===== config.mk =====
export PLATFORM = sky130hd
export DESIGN_NAME = girc_top
export DESIGN_NICKNAME = d
export VERILOG_FILES = /design/src/girc_pkg.sv /design/src/girc_sync.sv /design/src/girc_top.sv
export SDC_FILE = /design/constraint.sdc
export NUM_CORES = 1
export LEC_CHECK = 0
export BUFFER_PORTS_ARGS = -buffer_cell sky130_fd_sc_hd__buf_2
export CORE_MARGIN = 2
export CORE_UTILIZATION = 30
export DETAILED_ROUTE_END_ITERATION = 10
export SYNTH_ARGS = -nofsm -noshare
export SYNTH_HDL_FRONTEND = slang
export SYNTH_SLANG_ARGS = --single-unit

===== constraint.sdc =====
create_clock -name clk -period 13.7 [get_ports clk]
set_input_delay 1.37 -clock clk [delete_from_list [all_inputs] [get_ports clk]]
set_output_delay 1.37 -clock clk [all_outputs]
set_load 0.05 [all_outputs]

===== src/girc_pkg.sv =====
/*
 * Shared constants for the gate input response controller: register map,
 * field positions, reset values, pin indices and timing figures.
 * Assumes a 100 MHz system clock and a classic Wishbone register bus.
 */
package girc_pkg;

    // Clock rate
    localparam int CLK_HZ          = 100_000_000;

    // Timing figures in their own units
    localparam int HALT_TIME_MS    = 200;   // Motor rest before an obstruction reversal
    localparam int BACKOFF_TIME_MS = 1000;  // Short travel after an open obstruction
    localparam int SECOND_TIME_MS  = 1000;  // Auto-close time base

    // Derived cycle counts
    localparam int HALT_CYC    = HALT_TIME_MS * (CLK_HZ / 1000);
    localparam int BACKOFF_CYC = BACKOFF_TIME_MS * (CLK_HZ / 1000);
    localparam int SECOND_CYC  = SECOND_TIME_MS * (CLK_HZ / 1000);

    // Register byte offsets
    localparam logic [7:0] REG_CTRL    = 8'h00;
    localparam logic [7:0] REG_ACTIME  = 8'h04;
    localparam logic [7:0] REG_STATUS  = 8'h08;
    localparam logic [7:0] REG_IRQSTAT = 8'h0C;
    localparam logic [7:0] REG_IRQCLR  = 8'h10;
    localparam logic [7:0] REG_IRQEN   = 8'h14;

    // Control register fields
    localparam int CTRL_STEP3_BIT = 0;  // 1: open-stop-close, 0: open-close
    localparam int CTRL_ACEN_BIT  = 1;  // Auto-close enable

    // Reset values
    localparam logic [1:0] CTRL_RESET   = 2'h0;
    localparam logic [7:0] ACTIME_RESET = 8'h00;
    localparam logic [3:0] IRQEN_RESET  = 4'h0;

    // Interrupt event bits
    localparam int IRQ_W          = 4;
    localparam int EV_OPENED      = 0;
    localparam int EV_CLOSED      = 1;
    localparam int EV_OBSTRUCTION = 2;
    localparam int EV_LOCKOUT     = 3;

    // Pin vector indices
    localparam int PIN_W        = 13;
    localparam int P_SINGLE     = 0;
    localparam int P_OPEN       = 1;
    localparam int P_CLOSE      = 2;
    localparam int P_STOP       = 3;
    localparam int P_OOBS       = 4;
    localparam int P_COBS       = 5;
    localparam int P_REVERSE    = 6;
    localparam int P_EXITLOOP   = 7;
    localparam int P_EMERGENCY  = 8;
    localparam int P_LOCKRESET  = 9;
    localparam int P_OPENLIMIT  = 10;
    localparam int P_CLOSELIMIT = 11;
    localparam int P_ENTRAP     = 12;

    // Controller states
    typedef enum logic [2:0] {
        ST_STOPPED,
        ST_OPENING,
        ST_CLOSING,
        ST_OPENED,
        ST_HALT,
        ST_BACKOFF,
        ST_OBS_HOLD,
        ST_LOCKOUT
    } girc_state_t;

endpackage : girc_pkg


===== src/girc_sync.sv =====
/*
 * Two-flop synchroniser for a vector of independent levels.
 * Assumes each bit is a slow level; no bus coherence is implied.
 */
module girc_sync #(
    parameter int WIDTH = 1
) (
    // Clock and reset
    input  wire logic             clk,
    input  wire logic             rstN,
    // Data
    input  wire logic [WIDTH-1:0] asyncIn,
    output logic      [WIDTH-1:0] syncOut
);

    logic [WIDTH-1:0] meta_r;

    // Two stages, first read only by second
    always_ff @(posedge clk or negedge rstN) begin
        if (!rstN) begin
            meta_r  <= '0;
            syncOut <= '0;
        end else begin
            meta_r  <= asyncIn;
            syncOut <= meta_r;
        end
    end

endmodule : girc_sync


===== src/girc_top.sv =====
/*
 * Gate input response controller: reacts to the wired control, safety and
 * loop inputs of a slide gate and drives the open and close motor commands,
 * the alarm and the lockout indicator. Registers over classic Wishbone.
 * Assumes all pin inputs are active-high levels asynchronous to clk.
 */
// Contract
// - Single button steps the programmed cycle
// - Open input drives gate toward open
// - Held open ignores stop, pauses auto-close
// - Station open, close and stop inputs
// - Open obstruction: halt, short reverse, halt
// - Then no auto-close until fresh command
// - Repeat open obstruction after restart locks out
// - Close obstruction: halt, then open fully
// - Obstruction during that reopen locks out
// - Auto-close closes after obstruction clears
// - Reverse input while closing reopens fully
// - Exit loop opens the gate
// - Exit loop holds the gate open
// - Lockout ignores inputs, shows indication
module girc_top
#(
    parameter int HALT_CYCLES    = girc_pkg::HALT_CYC,
    parameter int BACKOFF_CYCLES = girc_pkg::BACKOFF_CYC,
    parameter int SECOND_CYCLES  = girc_pkg::SECOND_CYC
) (
    // Clock and reset
    input  wire logic        clk,
    input  wire logic        resetn,
    // Wishbone slave
    input  wire logic        wb_cyc_i,
    input  wire logic        wb_stb_i,
    input  wire logic        wb_we_i,
    input  wire logic [7:0]  wb_adr_i,
    input  wire logic [3:0]  wb_sel_i,
    input  wire logic [31:0] wb_dat_i,
    output logic      [31:0] wb_dat_o,
    output logic             wb_ack_o,
    // Control and safety pins
    input  wire logic        singleButton,
    input  wire logic        openRequest,
    input  wire logic        closeRequest,
    input  wire logic        stopRequest,
    input  wire logic        openObstruction,
    input  wire logic        closeObstruction,
    input  wire logic        reverseRequest,
    input  wire logic        exitLoop,
    input  wire logic        emergencyAccess,
    input  wire logic        lockoutReset,
    input  wire logic        openLimit,
    input  wire logic        closeLimit,
    input  wire logic        openEntrapment,
    // Drive and indication
    output logic             motorOpen,
    output logic             motorClose,
    output logic             alarm,
    output logic             lockoutIndicator,
    output logic             irq
);
    import girc_pkg::*;

    // Reset release
    logic rstMeta_r, rstN;

    always_ff @(posedge clk or negedge resetn) begin
        if (!resetn) begin
            rstMeta_r <= 1'b0;
            rstN      <= 1'b0;
        end else begin
            rstMeta_r <= 1'b1;
            rstN      <= rstMeta_r;
        end
    end

    // Pin synchronisation
    logic [PIN_W-1:0] pinRaw;
    logic [PIN_W-1:0] pinSync;
    logic [PIN_W-1:0] pinPrev_r;
    logic [PIN_W-1:0] pinRise;

    assign pinRaw = {openEntrapment, closeLimit, openLimit, lockoutReset, emergencyAccess,
                     exitLoop, reverseRequest, closeObstruction, openObstruction,
                     stopRequest, closeRequest, openRequest, singleButton};

    girc_sync #(
        .WIDTH (PIN_W)
    ) u_pinSync (
        .clk     (clk),
        .rstN    (rstN),
        .asyncIn (pinRaw),
        .syncOut (pinSync)
    );

    always_ff @(posedge clk or negedge rstN) begin
        if (!rstN) begin
            pinPrev_r <= '0;
        end else begin
            pinPrev_r <= pinSync;
        end
    end

    assign pinRise = pinSync & ~pinPrev_r;
    // Register state
    logic [1:0]       ctrl_r;
    logic [7:0]       acTime_r;
    logic [IRQ_W-1:0] irqStat_r;
    logic [IRQ_W-1:0] irqEn_r;
    logic             ack_r;
    logic [31:0]      rdData_r;
    // Controller state
    girc_state_t state_r, state_nxt;
    logic [31:0] cnt_r, cnt_nxt;
    logic [31:0] secCnt_r;
    logic [7:0]  acLeft_r;
    logic        haltToOpen_r, haltToOpen_nxt;
    logic        backoffOpen_r, backoffOpen_nxt;
    logic        lastOpen_r, lastOpen_nxt;
    logic        obsRetry_r, obsRetry_nxt;
    logic        cobsReopen_r, cobsReopen_nxt;
    logic        acDisabled_r, acDisabled_nxt;

    // Input decoding
    wire step3      = ctrl_r[CTRL_STEP3_BIT];
    wire acEnable   = ctrl_r[CTRL_ACEN_BIT];
    wire openHeld   = pinSync[P_OPEN];
    wire singleEdge = pinRise[P_SINGLE];
    wire oObs       = pinSync[P_OOBS];
    wire cObs       = pinSync[P_COBS];
    wire atOpen     = pinSync[P_OPENLIMIT];
    wire atClose    = pinSync[P_CLOSELIMIT];
    wire holdOpen   = openHeld | pinSync[P_EXITLOOP] | pinSync[P_EMERGENCY];
    wire levelOpen  = openHeld | pinSync[P_EXITLOOP] | pinSync[P_EMERGENCY];
    wire freshCmd   = singleEdge | pinRise[P_OPEN] | pinRise[P_CLOSE] | pinRise[P_EXITLOOP]
                    | pinRise[P_EMERGENCY];
    wire stopCmd    = (pinSync[P_STOP] | (singleEdge & step3)) & ~openHeld;
    wire closeCmd   = pinRise[P_CLOSE] & ~holdOpen & ~cObs;
    wire acRunning  = acEnable & (acTime_r != 8'h00) & ~acDisabled_r & ~holdOpen & ~cObs;
    wire secTick    = (secCnt_r == 32'(SECOND_CYCLES - 1));
    wire acExpire   = acRunning & (acLeft_r == 8'h00);

    // Next-state logic
    always_comb begin
        state_nxt       = state_r;
        cnt_nxt         = 32'h0000_0000;
        haltToOpen_nxt  = haltToOpen_r;
        backoffOpen_nxt = backoffOpen_r;
        lastOpen_nxt    = lastOpen_r;
        obsRetry_nxt    = obsRetry_r;
        cobsReopen_nxt  = cobsReopen_r;
        acDisabled_nxt  = acDisabled_r;
        case (state_r)
            ST_STOPPED, ST_OPENED, ST_OBS_HOLD: begin
                if (state_r == ST_OBS_HOLD && !freshCmd) begin
                    state_nxt = ST_OBS_HOLD;
                end else if (levelOpen && !(state_r == ST_OPENED)) begin
                    state_nxt      = ST_OPENING;
                    acDisabled_nxt = 1'b0;
                end else if (closeCmd || (singleEdge && !holdOpen && (state_r == ST_OPENED || lastOpen_r))) begin
                    state_nxt      = ST_CLOSING;
                    acDisabled_nxt = 1'b0;
                end else if (singleEdge && state_r != ST_OPENED) begin
                    state_nxt      = ST_OPENING;
                    acDisabled_nxt = 1'b0;
                end else if (state_r == ST_OPENED && acExpire) begin
                    state_nxt = ST_CLOSING;
                end
                if (state_r == ST_OBS_HOLD && freshCmd && state_nxt != ST_OBS_HOLD) begin
                    obsRetry_nxt = 1'b1;
                end
            end
            ST_OPENING: begin
                lastOpen_nxt = 1'b1;
                if (oObs && (obsRetry_r || cobsReopen_r)) begin
                    state_nxt = ST_LOCKOUT;
                end else if (cobsReopen_r && pinSync[P_ENTRAP]) begin
                    state_nxt = ST_LOCKOUT;
                end else if (oObs) begin
                    state_nxt       = ST_HALT;
                    haltToOpen_nxt  = 1'b0;
                    backoffOpen_nxt = 1'b0;
                end else if (atOpen) begin
                    state_nxt      = ST_OPENED;
                    obsRetry_nxt   = 1'b0;
                    cobsReopen_nxt = 1'b0;
                end else if (stopCmd && !cobsReopen_r) begin
                    state_nxt = ST_STOPPED;
                end else if (singleEdge && !step3 && !holdOpen && !cobsReopen_r) begin
                    state_nxt = ST_CLOSING;
                end else if (closeCmd && !cobsReopen_r) begin
                    state_nxt = ST_CLOSING;
                end
            end
            ST_CLOSING: begin
                lastOpen_nxt = 1'b0;
                if (oObs) begin
                    state_nxt       = obsRetry_r ? ST_LOCKOUT : ST_HALT;
                    haltToOpen_nxt  = 1'b0;
                    backoffOpen_nxt = 1'b1;
                end else if (cObs) begin
                    state_nxt      = ST_HALT;
                    haltToOpen_nxt = 1'b1;
                end else if (pinSync[P_REVERSE] || levelOpen) begin
                    state_nxt = ST_OPENING;
                end else if (atClose) begin
                    state_nxt    = ST_STOPPED;
                    obsRetry_nxt = 1'b0;
                end else if (stopCmd) begin
                    state_nxt = ST_STOPPED;
                end else if (singleEdge) begin
                    state_nxt = ST_OPENING;
                end
            end
            ST_HALT: begin
                cnt_nxt = cnt_r + 32'h0000_0001;
                if (cnt_r == 32'(HALT_CYCLES - 1)) begin
                    cnt_nxt = 32'h0000_0000;
                    if (haltToOpen_r) begin
                        state_nxt      = ST_OPENING;
                        cobsReopen_nxt = 1'b1;
                    end else begin
                        state_nxt = ST_BACKOFF;
                    end
                end
            end
            ST_BACKOFF: begin
                cnt_nxt = cnt_r + 32'h0000_0001;
                if (cnt_r == 32'(BACKOFF_CYCLES - 1) || (backoffOpen_r ? atOpen : atClose)) begin
                    cnt_nxt        = 32'h0000_0000;
                    state_nxt      = ST_OBS_HOLD;
                    acDisabled_nxt = 1'b1;
                end
            end
            ST_LOCKOUT: begin
                if (pinRise[P_LOCKRESET]) begin
                    state_nxt      = ST_STOPPED;
                    obsRetry_nxt   = 1'b0;
                    cobsReopen_nxt = 1'b0;
                    acDisabled_nxt = 1'b0;
                end
            end
            default: begin
                state_nxt = ST_STOPPED;
            end
        endcase
    end

    // Controller registers
    always_ff @(posedge clk or negedge rstN) begin
        if (!rstN) begin
            state_r       <= ST_STOPPED;
            cnt_r         <= 32'h0000_0000;
            haltToOpen_r  <= 1'b0;
            backoffOpen_r <= 1'b0;
            lastOpen_r    <= 1'b0;
            obsRetry_r    <= 1'b0;
            cobsReopen_r  <= 1'b0;
            acDisabled_r  <= 1'b0;
        end else begin
            state_r       <= state_nxt;
            cnt_r         <= cnt_nxt;
            haltToOpen_r  <= haltToOpen_nxt;
            backoffOpen_r <= backoffOpen_nxt;
            lastOpen_r    <= lastOpen_nxt;
            obsRetry_r    <= obsRetry_nxt;
            cobsReopen_r  <= cobsReopen_nxt;
            acDisabled_r  <= acDisabled_nxt;
        end
    end

    // Auto-close countdown, paused while held, reloaded outside the open dwell
    always_ff @(posedge clk or negedge rstN) begin
        if (!rstN) begin
            secCnt_r <= 32'h0000_0000;
            acLeft_r <= ACTIME_RESET;
        end else if (state_r != ST_OPENED || !acRunning) begin
            secCnt_r <= 32'h0000_0000;
            if (state_r != ST_OPENED || cObs) begin
                acLeft_r <= acTime_r;
            end
        end else if (secTick) begin
            secCnt_r <= 32'h0000_0000;
            if (acLeft_r != 8'h00) begin
                acLeft_r <= acLeft_r - 8'h01;
            end
        end else begin
            secCnt_r <= secCnt_r + 32'h0000_0001;
        end
    end

    // Drive and indication outputs
    wire lockNext = (state_nxt == ST_LOCKOUT);
    always_ff @(posedge clk or negedge rstN) begin
        if (!rstN) begin
            motorOpen        <= 1'b0;
            motorClose       <= 1'b0;
            alarm            <= 1'b0;
            lockoutIndicator <= 1'b0;
        end else begin
            motorOpen        <= (state_nxt == ST_OPENING) | (state_nxt == ST_BACKOFF & backoffOpen_nxt);
            motorClose       <= (state_nxt == ST_CLOSING) | (state_nxt == ST_BACKOFF & ~backoffOpen_nxt);
            alarm            <= lockNext;
            lockoutIndicator <= lockNext;
        end
    end

    // Interrupt events
    logic [IRQ_W-1:0] events;
    assign events[EV_OPENED]      = (state_r == ST_OPENING) & (state_nxt == ST_OPENED);
    assign events[EV_CLOSED]      = (state_r == ST_CLOSING) & (state_nxt == ST_STOPPED) & atClose;
    assign events[EV_OBSTRUCTION] = (state_r != ST_HALT) & (state_nxt == ST_HALT);
    assign events[EV_LOCKOUT]     = (state_r != ST_LOCKOUT) & lockNext;

    // Bus decode
    wire        busReq   = wb_cyc_i & wb_stb_i & ~ack_r;
    wire        busWrite = wb_cyc_i & wb_stb_i & ack_r & wb_we_i & wb_sel_i[0];  // Lands as ack is taken
    wire [IRQ_W-1:0] irqClr = (busWrite && wb_adr_i == REG_IRQCLR) ? wb_dat_i[IRQ_W-1:0] : '0;
    logic [31:0] rdMux;
    always_comb begin
        case (wb_adr_i)
            REG_CTRL:    rdMux = {30'h0000_0000, ctrl_r};
            REG_ACTIME:  rdMux = {24'h00_0000, acTime_r};
            REG_STATUS:  rdMux = {16'h0000, acLeft_r, 1'b0, state_r, motorClose, motorOpen,
                                  acDisabled_r, lockoutIndicator};
            REG_IRQSTAT: rdMux = {28'h000_0000, irqStat_r};
            REG_IRQEN:   rdMux = {28'h000_0000, irqEn_r};
            default:     rdMux = 32'h0000_0000;
        endcase
    end

    // Bus registers, ack one cycle after the request
    always_ff @(posedge clk or negedge rstN) begin
        if (!rstN) begin
            ack_r    <= 1'b0;
            rdData_r <= 32'h0000_0000;
            ctrl_r   <= CTRL_RESET;
            acTime_r <= ACTIME_RESET;
            irqEn_r  <= IRQEN_RESET;
        end else begin
            ack_r    <= busReq;
            rdData_r <= busReq ? rdMux : 32'h0000_0000;
            if (busWrite && wb_adr_i == REG_CTRL) begin
                ctrl_r <= wb_dat_i[1:0];
            end
            if (busWrite && wb_adr_i == REG_ACTIME) begin
                acTime_r <= wb_dat_i[7:0];
            end
            if (busWrite && wb_adr_i == REG_IRQEN) begin
                irqEn_r <= wb_dat_i[IRQ_W-1:0];
            end
        end
    end

    // Sticky status, set wins over clear
    always_ff @(posedge clk or negedge rstN) begin
        if (!rstN) begin
            irqStat_r <= '0;
            irq       <= 1'b0;
        end else begin
            irqStat_r <= (irqStat_r & ~irqClr) | events;
            irq       <= |(((irqStat_r & ~irqClr) | events) & irqEn_r);
        end
    end
    // Bus outputs straight from their flops
    assign wb_ack_o = ack_r;
    assign wb_dat_o = rdData_r;
endmodule : girc_top


* Word-level counts from Yosys, hierarchy flattened
Cells that the tools add are included.
** Storage, ports and cells
- Input port bits :: 62
- Output and inout bits :: 38
- Bits in registers :: 174
- Word-level logic and storage cells :: 234
** Operators by class
- $add $sub $neg :: 3
- Reduce and logical (&&, ||, !) cells :: 51
- Equal/unequal tests :: 43
- Mux-type cells :: 70
- Bitwise operators :: 42
** Operators with widths (count)
- $mux 32 :: 5
- $pmux 16 s5 :: 1
- $mux 3 :: 23
- $add 32x1->32 const B :: 2
- $eq 32x27->1 const B :: 2
- $pmux 32 s2 :: 1
- $eq 32x25->1 const B :: 1
- $mux 8 :: 4
- $mux 1 :: 27
- $ne 2x2->1 const B :: 12
- $and 1x1->1 :: 21
- $eq 3x3->1 const B :: 7
- $logic_and 1x1->1 :: 19
- $pmux 3 s6 :: 1
- $eq 8x4->1 const B :: 2
- $eq 8x5->1 const B :: 2
- $logic_not 8->1 :: 2
- $reduce_bool 8->1 :: 2
- $eq 3x2->1 const B :: 4
- $reduce_and 11->1 :: 1
- $and 10x10->10 :: 1
- $not 10->10 :: 1
- $reduce_and 5->1 :: 2
- $ne 3x3->1 const B :: 3
- other kinds (27) :: 63

* Longest topological paths before layout
Gate-level depths: netlist of the first run.
- Word-level depth :: 20
- Depth in mapped cells :: 10

* Hierarchy
Synthesis of the first run repeated with hierarchy kept, for this count alone.
** Unflattened totals
- Cell total of the unflattened synthesis :: 735
- Area, all modules :: 7245.7 um^2
** By module, submodules not included
- girc_top :: instances 1, area an instance 6595.1 um^2, cells each 709
- girc_sync :: instances 1, area an instance 650.6 um^2, cells each 26

* Worst setup path after synthesis of the first run
OpenSTA, ideal clock, no wires.
- Kind :: input to register
- Start :: in wb_adr_i[0]
- End :: reg acTime_r[0]
- Data required time :: 13.575 ns
- Setup time :: 0.125 ns
- Data arrival time :: 3.164 ns
- Setup slack :: 10.411 ns
- Cell stages on the path :: 5
- Cells stage by stage :: or4_1 -> nor2_1 -> nand2_1 -> nor4_2 -> mux2_2
** On the way
- Word-level cells in the longest chain between the ends :: 2
** Ends and longest elaborated chain
- start, declared :: line girc_top.sv:35 : input wire logic [7:0] wb_adr_i,
- $eq 8x3->1 :: line girc_top.sv:345 : if (busWrite && wb_adr_i == REG_ACTIME) begin
- $logic_and 1x1->1 :: line girc_top.sv:345
- end signal, assigned :: line girc_top.sv:346 : acTime_r <= wb_dat_i[7:0];
- end, declared :: line girc_top.sv:106 : logic [7:0] acTime_r;
Every way passes these cells.
A chain may end at the register's enable or synchronous reset.

* Final worst setup path of the first run
- Start :: reg state_r[0]
- End :: reg irq
** On the way
- Word-level cells in the longest chain between the ends :: 15
- Elaborated cells between the ends (all ways) :: 55
** Ends and longest elaborated chain
- start, declared :: line girc_top.sv:112 : girc_state_t state_r, state_nxt;
- start signal, assigned :: line girc_top.sv:260 : state_r <= state_nxt;
- $eq 3x2->1
- $logic_and 1x1->1 / $logic_or 1x1->1 (equally long branches) :: line girc_top.sv:165, girc_top.sv:159
- $mux 3 / $logic_and 1x1->1 (equally long branches) :: line girc_top.sv:165, girc_top.sv:159
- $mux 3 / $logic_or 1x1->1 (equally long branches) :: line girc_top.sv:162, girc_top.sv:159
- $mux 3 :: line girc_top.sv:159 : end else if (closeCmd || (singleEdge && !holdOpen && (state_r == ST_OPENED || lastOpen_r))) begin
- $mux 3 :: line girc_top.sv:156 : end else if (levelOpen && !(state_r == ST_OPENED)) begin
- $mux 3 :: line girc_top.sv:154 : if (state_r == ST_OBS_HOLD && !freshCmd) begin
- $mux 3 :: line girc_top.sv:152 : case (state_r)
- $pmux 3 s6 :: line girc_top.sv:152
- $logic_not 3->1 :: line girc_top.sv:310 : assign events[EV_CLOSED] = (state_r == ST_CLOSING) & (state_nxt == ST_STOPPED) & atClose;
- $and 1x1->1 (2 in a row) :: line girc_top.sv:310
- $or 4x4->4 * :: line girc_top.sv:361 : irq <= |(((irqStat_r & ~irqClr) | events) & irqEn_r);
- $and 4x4->4 * :: line girc_top.sv:361
- $reduce_or 4->1 * :: line girc_top.sv:361
- end signal, assigned :: line girc_top.sv:361
- end, declared :: line girc_top.sv:59 : output logic irq
Every way passes the cells marked *; elsewhere a longest branch is shown, timed or not. The select of a mux whose other input is x is not followed.

==> run summary, run 1 <==
outcome = complete, no violations
initial antenna violation count = 1
Initial DRC Count = 375
Ports = 100
vias in the first global route = 5082
drt wl/cell = 13.70 µm
final antenna-violating net count = 0
CTS tree = yes
CP Launch Type = flop
CP max-delay cell = nor4bb_1
Sink Count = 154
Final WS setup = 10220 ps
Max Fclk = 287.7 MHz
Synth warnings = 0
Hold Fails Final Rpt = 0
hold_buf cts = 0
GRT Residual Overflow = 0
area of the multi-input gates = 3213 µm²
drt pass-1 iters = 5
post-DP HPWL = 10.62 mm
via count = 5372
Num CTS Buffers = 17
headroom to the max-slew limit = 0.3422
routability congestion estimate = 0.8504
latest clock arrival within the worst-skew pair = 440 ps
Final nets = 843
first-pass GRT wire length = 26.06 mm
critical path class = flop to flop
CP max FO = 21
Area growth syn-to-layout = 14.84%
GRT Util Overall = 0.1259
crit end category = flop
# rows = 57
Max clock buf depth = 2
final critical-path share of the clock period = 0.2538
CTS clock-pin slew for the worst setup and hold paths = 60 ps
Synth Instances = 727
Worst VDD drop = 69.45 µV
Fill cells = 2464
CP Buf/Inv Count = 0
Cell Area, Synth = 7353 µm²
Synth top area share = 0.5241
FF-to-FF setup slack = 10220 ps
Seq cells post-synth = 154
power density over cell area = 141.8 nW/µm²
HP Class = flop to flop
Vias/cell = 4.818
final clock skew = 13.06 ps
Least-Margin Pin Slew = 978.5 ps
P_leak = 0.003685 µW
share of cells above drive strength 1 = 0.1709
Synth Flop Type = dfrtp_1
Post-CTS Setup Inserts = 0
DIE WIDTH = 160.6 µm
residual DRC count = 0
synth top area cells = dfrtp_1 52%, nor2_1 5.8%, xor2_1 4.3%
CTS root buf = clkbuf_16
ys async rst share = 1.000
largest net degree at the start of global routing = 80
Post-synth EDFFs = 0
H-Tree Depth = 4
register area = 3857 µm²
crit path cell chain = nor4bb_1, o2111ai_4, o21a_1, o211ai_2, a32o_1, o31ai_1, a211o_1
Sum Neg Setup Slack = 0 ps
dpl ws = 9916 ps
die area = 25780 µm²
Synth cell types = 79
Yosys top cell by area = dfrtp_1
Syn Area/Cell = 10.11 µm²
final wirelength = 15.28 mm
core area = 24180 µm²
Die Y = 160.6 µm
max-capacitance violation count = 0
Port Buffer Count = 56
crit-path max cell delay = 820 ps
final setup violation count = 0
max-slew violations = 0
worst endpoint required time = 14000 ps
sequential share of the synthesized area = 0.5241
post-CTS sizing = 0
RSZ-0062 raised after global routing = false
delay-heaviest family, CP = compound AO/OA/AOI/OAI gates
critical path arrival = 3780 ps
Period minus WS final = 3476 ps
Starting Density = 0.3041
==> cell type report <==
cell class	instances	share of cell area
diodes	1	0.0002963
multi-input cells	520	0.3805
flip-flops and latches	154	0.4568
clock inverters	15	0.01660
well taps	324	0.04801
inverters	24	0.01067
repair buffers	60	0.03675
clock buffers	17	0.05038
==> cells in the mapped netlist, types with 3 or more instances <==
master and count:
dfrtp_1 154, nor2_1 113, nand3_1 45, xor2_1 36
nand2_1 35, o21ai_0 27, a21oi_1 25, inv_1 24
xnor2_1 22, clkbuf_1 21, and3_1 20, buf_4 17
mux2_2 15, nor3_1 13, nor4_1 13, nor2b_1 11
nand4_1 10, a22oi_1 9, a31oi_1 9, or3_1 8
or4_1 6, and2_1 4, ha_1 4, mux2i_1 4
nand2b_1 4, nor3b_1 3, o22ai_1 3, or3b_2 3
==> cells in the final DEF, fill, tap and decap left out, types with 10 or more instances in the layout <==
cell       count
clkbuf_16     17
and3_1        20
buf_2         56
nand4_1       10
nor4_1        13
nand3_1       45
dfrtp_1      153
inv_1         24
nand2_1       35
a21oi_1       25
xor2_1        36
xnor2_1       22
nor2_1       112
nor2b_1       11
o21ai_0       27
conb_1        17
nor3_1        13
mux2_2        15
==> per-stage QoR <==
step                power [µW]  std cells  hold WS (ps)  instance area (µm²)    util
floorplan                703.8        742         331.2                 7410       -
global route              1261       1115         354.5                 8444  0.3493
finish                    1197       1115         348.7                 8444  0.3493
CTS                       1211       1114         350.5                 8442  0.3492
detailed placement       750.3       1082         336.3                 7876  0.3258
global placement         749.9       1082         335.2                 7876  0.3258
==> kinds of logic after synthesis <==
family                   share of synthesized area
AND/OR/NAND/NOR                             0.2265
other                                     0.001021
flip-flops                                  0.5241
buffers and inverters                      0.04798
multiplexers                               0.02842
AO/OA/AOI/OAI                              0.09614
XOR/XNOR                                   0.06908
adder cells (fa/ha/maj)                   0.006806
==> sequential cells by signal, indices dropped and copies added, names as in the netlist, 3 cells and up <==
register,flops
acLeft_r,8
wb_dat_o,16
state_r,3
u_pinSync.syncOut,13
irqEn_r,4
secCnt_r,32
acTime_r,8
pinPrev_r,6
irqStat_r,4
u_pinSync.meta_r,13
cnt_r,32
==> path summary, 6_finish.rpt <==
check,from,end,cells after the start
min in group asynchronous,rstN,u_pinSync.meta_r[7],0
min,u_pinSync.meta_r[3],u_pinSync.syncOut[3],0
min reg2reg,u_pinSync.meta_r[3],u_pinSync.syncOut[3],0
max in group asynchronous,rstN,irqEn_r[2],1
max,state_r[0],irq,7
max reg2reg,state_r[0],irq,7
==> report_power, final <==
group / total [µW] / switching, µW / internal, µW
combinational: 227 / 149 / 77.8
clock: 452 / 199 / 253
sequential: 519 / 42.3 / 476
==> routing by layer <==
layer,vias up,part of all wire,GRT usage,wire (µm)
met5,-,0,0,0
met2,138,0.41,0.1734,6333
met1,2591,0.51,0.1865,7842
li1,2626,-,-,-
met4,0,0.020,0.05733,313
met3,17,0.052,0.02867,790
Power figures use the tool's default switching activity.
==> run 2, diff against run 1 <==
- clock period: 13.7 -> 3.5 ns (I/O delays scaled with it)
==> run summary, run 2 (synthesis results as in run 1) <==
CTS clock-pin slew for the worst setup and hold paths = 60 ps (about the same)
hold-critical path depth = 1 (+1)
CP Buf/Inv Count = 1 (+1)
headroom to the max-slew limit = 0.4750 (+0.1328)
commonest cells after routing, fill and taps aside = 153 x dfrtp_1, 112 x nor2_1, 56 x buf_2
Vias/cell = 4.769 (-1.0%)
routability congestion estimate = 0.9191 (+8.1%)
final wirelength = 15.52 mm (+1.6%)
power density over cell area = 561.2 nW/µm² (+300%)
# rows = 57 (unchanged)
HP Class = primary input to flop
share of cells above drive strength 1 = 0.1765 (+0.005585)
post-DP HPWL = 10.70 mm (+0.76%)
GRT Residual Overflow = 0 (unchanged)
via count = 5356 (-0.30%)
final antenna-violating net count = 0 (unchanged)
Ports = 100 (unchanged)
crit path cell chain = nor4bb_1, buf_4, nand3_1, nor2_1, a21bo_2, nand2_1, o21ai_0, o21ai_0
critical path class = flop to flop
Period minus WS final = 2885 ps (-591.2 ps)
drt wl/cell = 13.82 µm (+0.84%)
worst endpoint required time = 3780 ps (-10220 ps)
vias in the first global route = 5127 (+0.89%)
residual DRC count = 0 (unchanged)
core area = 24180 µm² (unchanged)
Initial DRC Count = 400 (+6.7%)
CP max-delay cell = dfrtp_1
outcome = complete, no violations
delay-heaviest family, CP = simple AND/OR/NAND/NOR gates
die area = 25780 µm² (unchanged)
Max Fclk = 346.6 MHz (+20%)
Sink Count = 154 (unchanged)
post-layout util = 0.3536 (+0.004347)
RSZ-0062 raised after global routing = false
critical path depth in cells = 8 (+1)
drt pass-1 iters = 5 (unchanged)
initial antenna violation count = 0 (-1)
Num CTS Buffers = 17 (unchanged)
cells on worst reg2reg path = 8 (+1)
final clock skew = 12.56 ps (-0.5024 ps)
max-slew violations = 0 (unchanged)
critical path arrival = 3170 ps (-610 ps)
Post-CTS Setup Inserts = 0 (unchanged)
most common cell after layout, fill and taps aside = dfrtp_1
largest net degree at the start of global routing = 80 (unchanged)
max-capacitance violation count = 0 (unchanged)
Area growth syn-to-layout = 16.27%
Die Y = 160.6 µm (unchanged)
Final nets = 853 (+1.2%)
H-Tree Depth = 4 (unchanged)
latest clock arrival within the worst-skew pair = 420 ps (-20 ps)
cell mode on critical path = o21ai_0
post-CTS sizing = 0 (unchanged)
crit-path max cell delay = 830 ps (about the same)
crit end category = flop
Max clock buf depth = 2 (unchanged)
Port Buffer Count = 56 (unchanged)
first-pass GRT wire length = 26.42 mm (+1.4%)
CP Launch Type = flop
# diodes = 0 (-1)
Hold Fails Final Rpt = 0 (unchanged)
Sum Neg Setup Slack = 0 ps (unchanged)
GRT Util Overall = 0.1264 (+0.0004863)
hold_buf cts = 1 (+1)
Least-Margin Pin Slew = 767.6 ps (-211.0 ps)
CTS root buf = clkbuf_16
Starting Density = 0.3041 (unchanged)
final critical-path share of the clock period = 0.8243 (+0.5706)
DIE WIDTH = 160.6 µm (unchanged)
CP max FO = 21 (unchanged)
CTS tree = yes
final setup violation count = 0 (unchanged)
P_leak = 0.003733 µW (+1.3%)
Worst VDD drop = 259.2 µV (+270%)
==> run 2: changes by cell type in the layout (fill, tap and decap cells not counted), sizes merged <==
| cell | before | now |
|---|---|---|
| diode | 1 | 0 |
| clkinv | 8 | 3 |
| clkbuf | 17 | 20 |
| inv | 30 | 28 |
| bufinv | 1 | 2 |
| buf | 60 | 69 |
| dlygate4sd3 | 0 | 1 |
| clkinvlp | 0 | 2 |
==> run 2: report_power, final <==
part,internal [µW],switching (µW)
Combinational,334,626
Clock,1080,749
Sequential,1870,146
==> run 2: through the flow <==
step           worst slack, ps  cells  hold slack, ps  area (µm²)  power (µW)
5_1_grt                  332.5   1123           6.508        8549        5046
3_5_place_dp             655.2   1091           137.2        7956        2979
4_1_cts                  632.9   1123           11.21        8549        4841
2_1_floorplan            948.1    742           54.41        7411        2755
6_report                 614.8   1123           32.84        8549        4798
3_3_place_gp             641.3   1091           137.4        7956        2975
==> run 2: routing by layer <==
layer	up-vias	routed length, µm	track usage
met4	0	137	0.04054
met3	11	816	0.02815
met5	-	0	0
met1	2570	8101	0.1934
met2	136	6463	0.1754
li1	2639	-	-
==> run 2: layout make-up <==
type,instances,area (µm²)
well taps,324,405.4
clock buffers,20,446.7
multi-input cells,520,3213
flip-flops and latches,154,3857
inverters,24,90.09
fillers,2412,15630
repair buffers,70,400.4
clock inverters,11,136.4
==> run 2: worst paths after layout <==
path	from	to	slack [ps]
setup reg to reg	state_r[0]	acLeft_r[6]	610
hold reg to reg	rstN	u_pinSync.syncOut[7]	310
setup / recovery	state_r[0]	acLeft_r[6]	610
min in group asynchronous	resetn	rstN	230
hold / removal	openRequest	u_pinSync.meta_r[1]	30
max in group asynchronous	rstN	state_r[0]	2350
==> run 3, diff against run 2 <==
- clock period: 3.5 -> 2.3 ns (I/O delays scaled with it)
==> run summary, run 3 (synthesis results as in run 1) <==
Least-Margin Pin Slew = 539.8 ps (-227.8 ps)
max-slew violations = 0 (unchanged)
Internal = 5738 µW (+75%)
Final WS setup = -215.3 ps (-830.1 ps)
Area growth syn-to-layout = 35.70%
first-pass GRT wire length = 28.06 mm (+6.2%)
crit-path max cell delay = 540 ps (-290 ps)
worst endpoint required time = 2620 ps (-1160 ps)
Max Fclk = 397.6 MHz (+15%)
Worst VDD drop = 547.8 µV (+110%)
final setup violation count = 41 (+41)
crit end category = flop
Initial DRC Count = 412 (+3.0%)
# rows = 57 (unchanged)
fin area = 9978 µm² (+17%)
latest clock arrival within the worst-skew pair = 430 ps (about the same)
headroom to the max-slew limit = 0.6402 (+0.1651)
final critical-path share of the clock period = 1.094 (+0.2693)
CTS root buf = clkbuf_16
post-DP HPWL = 12.40 mm (+16%)
CP Buf/Inv Count = 0 (-1)
DIE WIDTH = 160.6 µm (unchanged)
Fill cells = 2341 (-2.9%)
clock share of power = 0.327 (-0.054)
via count = 6030 (+13%)
critical path class = flop to flop
routability congestion estimate = 0.9017 (-1.9%)
P_leak = 0.004459 µW (+19%)
Period minus WS final = 2515 ps (-369.9 ps)
Starting Density = 0.3041 (unchanged)
RSZ-0062 raised after global routing = true
most common cell after layout, fill and taps aside = dfrtp_1
delay-heaviest family, CP = simple AND/OR/NAND/NOR gates
Num CTS Buffers = 17 (unchanged)
final clock skew = 15.71 ps (+3.143 ps)
# diodes = 0 (unchanged)
die area = 25780 µm² (unchanged)
switching portion of total power = 0.3227 (+0.005685)
DP Area = 8806 µm² (+11%)
drt pass-1 iters = 5 (unchanged)
area of the multi-input gates = 3525 µm² (+9.7%)
failing checks = negative setup slack
CTS tree = yes
residual DRC count = 0 (unchanged)
power density over cell area = 849.0 nW/µm² (+51%)
critical path arrival = 2830 ps (-340 ps)
share of cells above drive strength 1 = 0.3358 (+0.1594)
final antenna-violating net count = 0 (unchanged)
Ports = 100 (unchanged)
register area = 3861 µm² (about the same)
Port Buffer Count = 56 (unchanged)
H-Tree Depth = 4 (unchanged)
crit path cell chain = or4_4, or4b_4, o21a_1, o211ai_2, a32o_2, o31ai_1, a211o_1
CTS clock-pin slew for the worst setup and hold paths = 70 ps (about the same)
Switch Pwr = 2734 µW (+80%)
CP Launch Type = flop
largest net degree at the start of global routing = 40 (-50%)
Sink Count = 154 (unchanged)
Hold Fails Final Rpt = 0 (unchanged)
Final nets = 985 (+15%)
Flop pwr share = 0.351 (-0.068)
core area = 24180 µm² (unchanged)
commonest cells after routing, fill and taps aside = 150 x dfrtp_1, 119 x buf_4, 86 x nor2_1
Max clock buf depth = 2 (unchanged)
final wirelength = 17.40 mm (+12%)
max-capacitance violation count = 0 (unchanged)
CP max FO = 7 (-67%)
vias in the first global route = 5676 (+11%)
drt wl/cell = 13.85 µm (+0.26%)
Comb power frac = 0.322 (+0.122)
GRT Util Overall = 0.1340 (+0.007646)
Sum Neg Setup Slack = -2761 ps (-2761 ps)
initial antenna violation count = 0 (unchanged)
HP Class = primary input to flop
GRT Residual Overflow = 0 (unchanged)
Vias/cell = 4.801 (+0.66%)
outcome = complete, but fails checks
Die Y = 160.6 µm (unchanged)
CP max-delay cell = or4_4
[run 3: routing by layer]
metal  track usage  share of wire  vias to the layer above
li1              -              -                     2911
met1        0.1827           0.46                     2956
met2        0.2143           0.48                      142
met3       0.02634          0.043                       21
met4       0.04505          0.013                        0
met5             0              0                        -
[run 3: timing repair]
item	in CTS	in global routing
hold buffers	14	0
gates cloned	0	3
endpoints found under the hold margin	15	0
pin swaps	9	38
setup buffers	4	7
setup endpoints to repair	11	43
resized for setup	10	78
[run 3: path summary, 6_finish.rpt]
path | end | cells after the start | startpoint | slack (ps)
worst max-delay path | irq | 7 | acLeft_r[6] | -220
worst min-delay path | acTime_r[7] | 2 | wb_dat_i[7] | 30
worst max register to register | irq | 7 | acLeft_r[6] | -220
worst min register to register | u_pinSync.syncOut[12] | 0 | rstN | 320
max in group asynchronous | acTime_r[5] | 1 | rstN | 1350
min in group asynchronous | rstMeta_r | 2 | resetn | 110
[run 3: final cells by class]
type	count	share of cell area
Sequential cell	154	0.3870
Multi-Input combinational cell	520	0.3532
Timing Repair Buffer	202	0.1526
Clock buffer	20	0.04376
Tap cell	324	0.04063
Clock inverter	12	0.01379
Inverter	24	0.009028
[run 3: per-stage QoR]
stage | cells | hold slack (ps) | total power, µW | worst slack (ps) | util
final | 1256 | 31.25 | 8472 | -215.3 | 0.4127
after global routing | 1256 | 29.84 | 8830 | -286.7 | 0.4127
after CTS | 1246 | 16.77 | 7904 | -205.0 | 0.3962
after detailed placement | 1196 | 18.34 | 5017 | -333.4 | 0.3642
after global placement | 1196 | 16.94 | 5009 | -288.8 | 0.3642
after floorplan | 742 | -65.59 | 4198 | -110.8 | -
[run 3: power groups by stage]
stage / Sequential (µW) / Clock (µW) / Combinational [µW]
final: 2970 / 2770 / 2730
after global routing: 2990 / 2930 / 2900
after CTS: 2970 / 2830 / 2110
after detailed placement: 3020 / 0 / 2000
after global placement: 3010 / 0 / 2000
after floorplan: 3030 / 0 / 1170
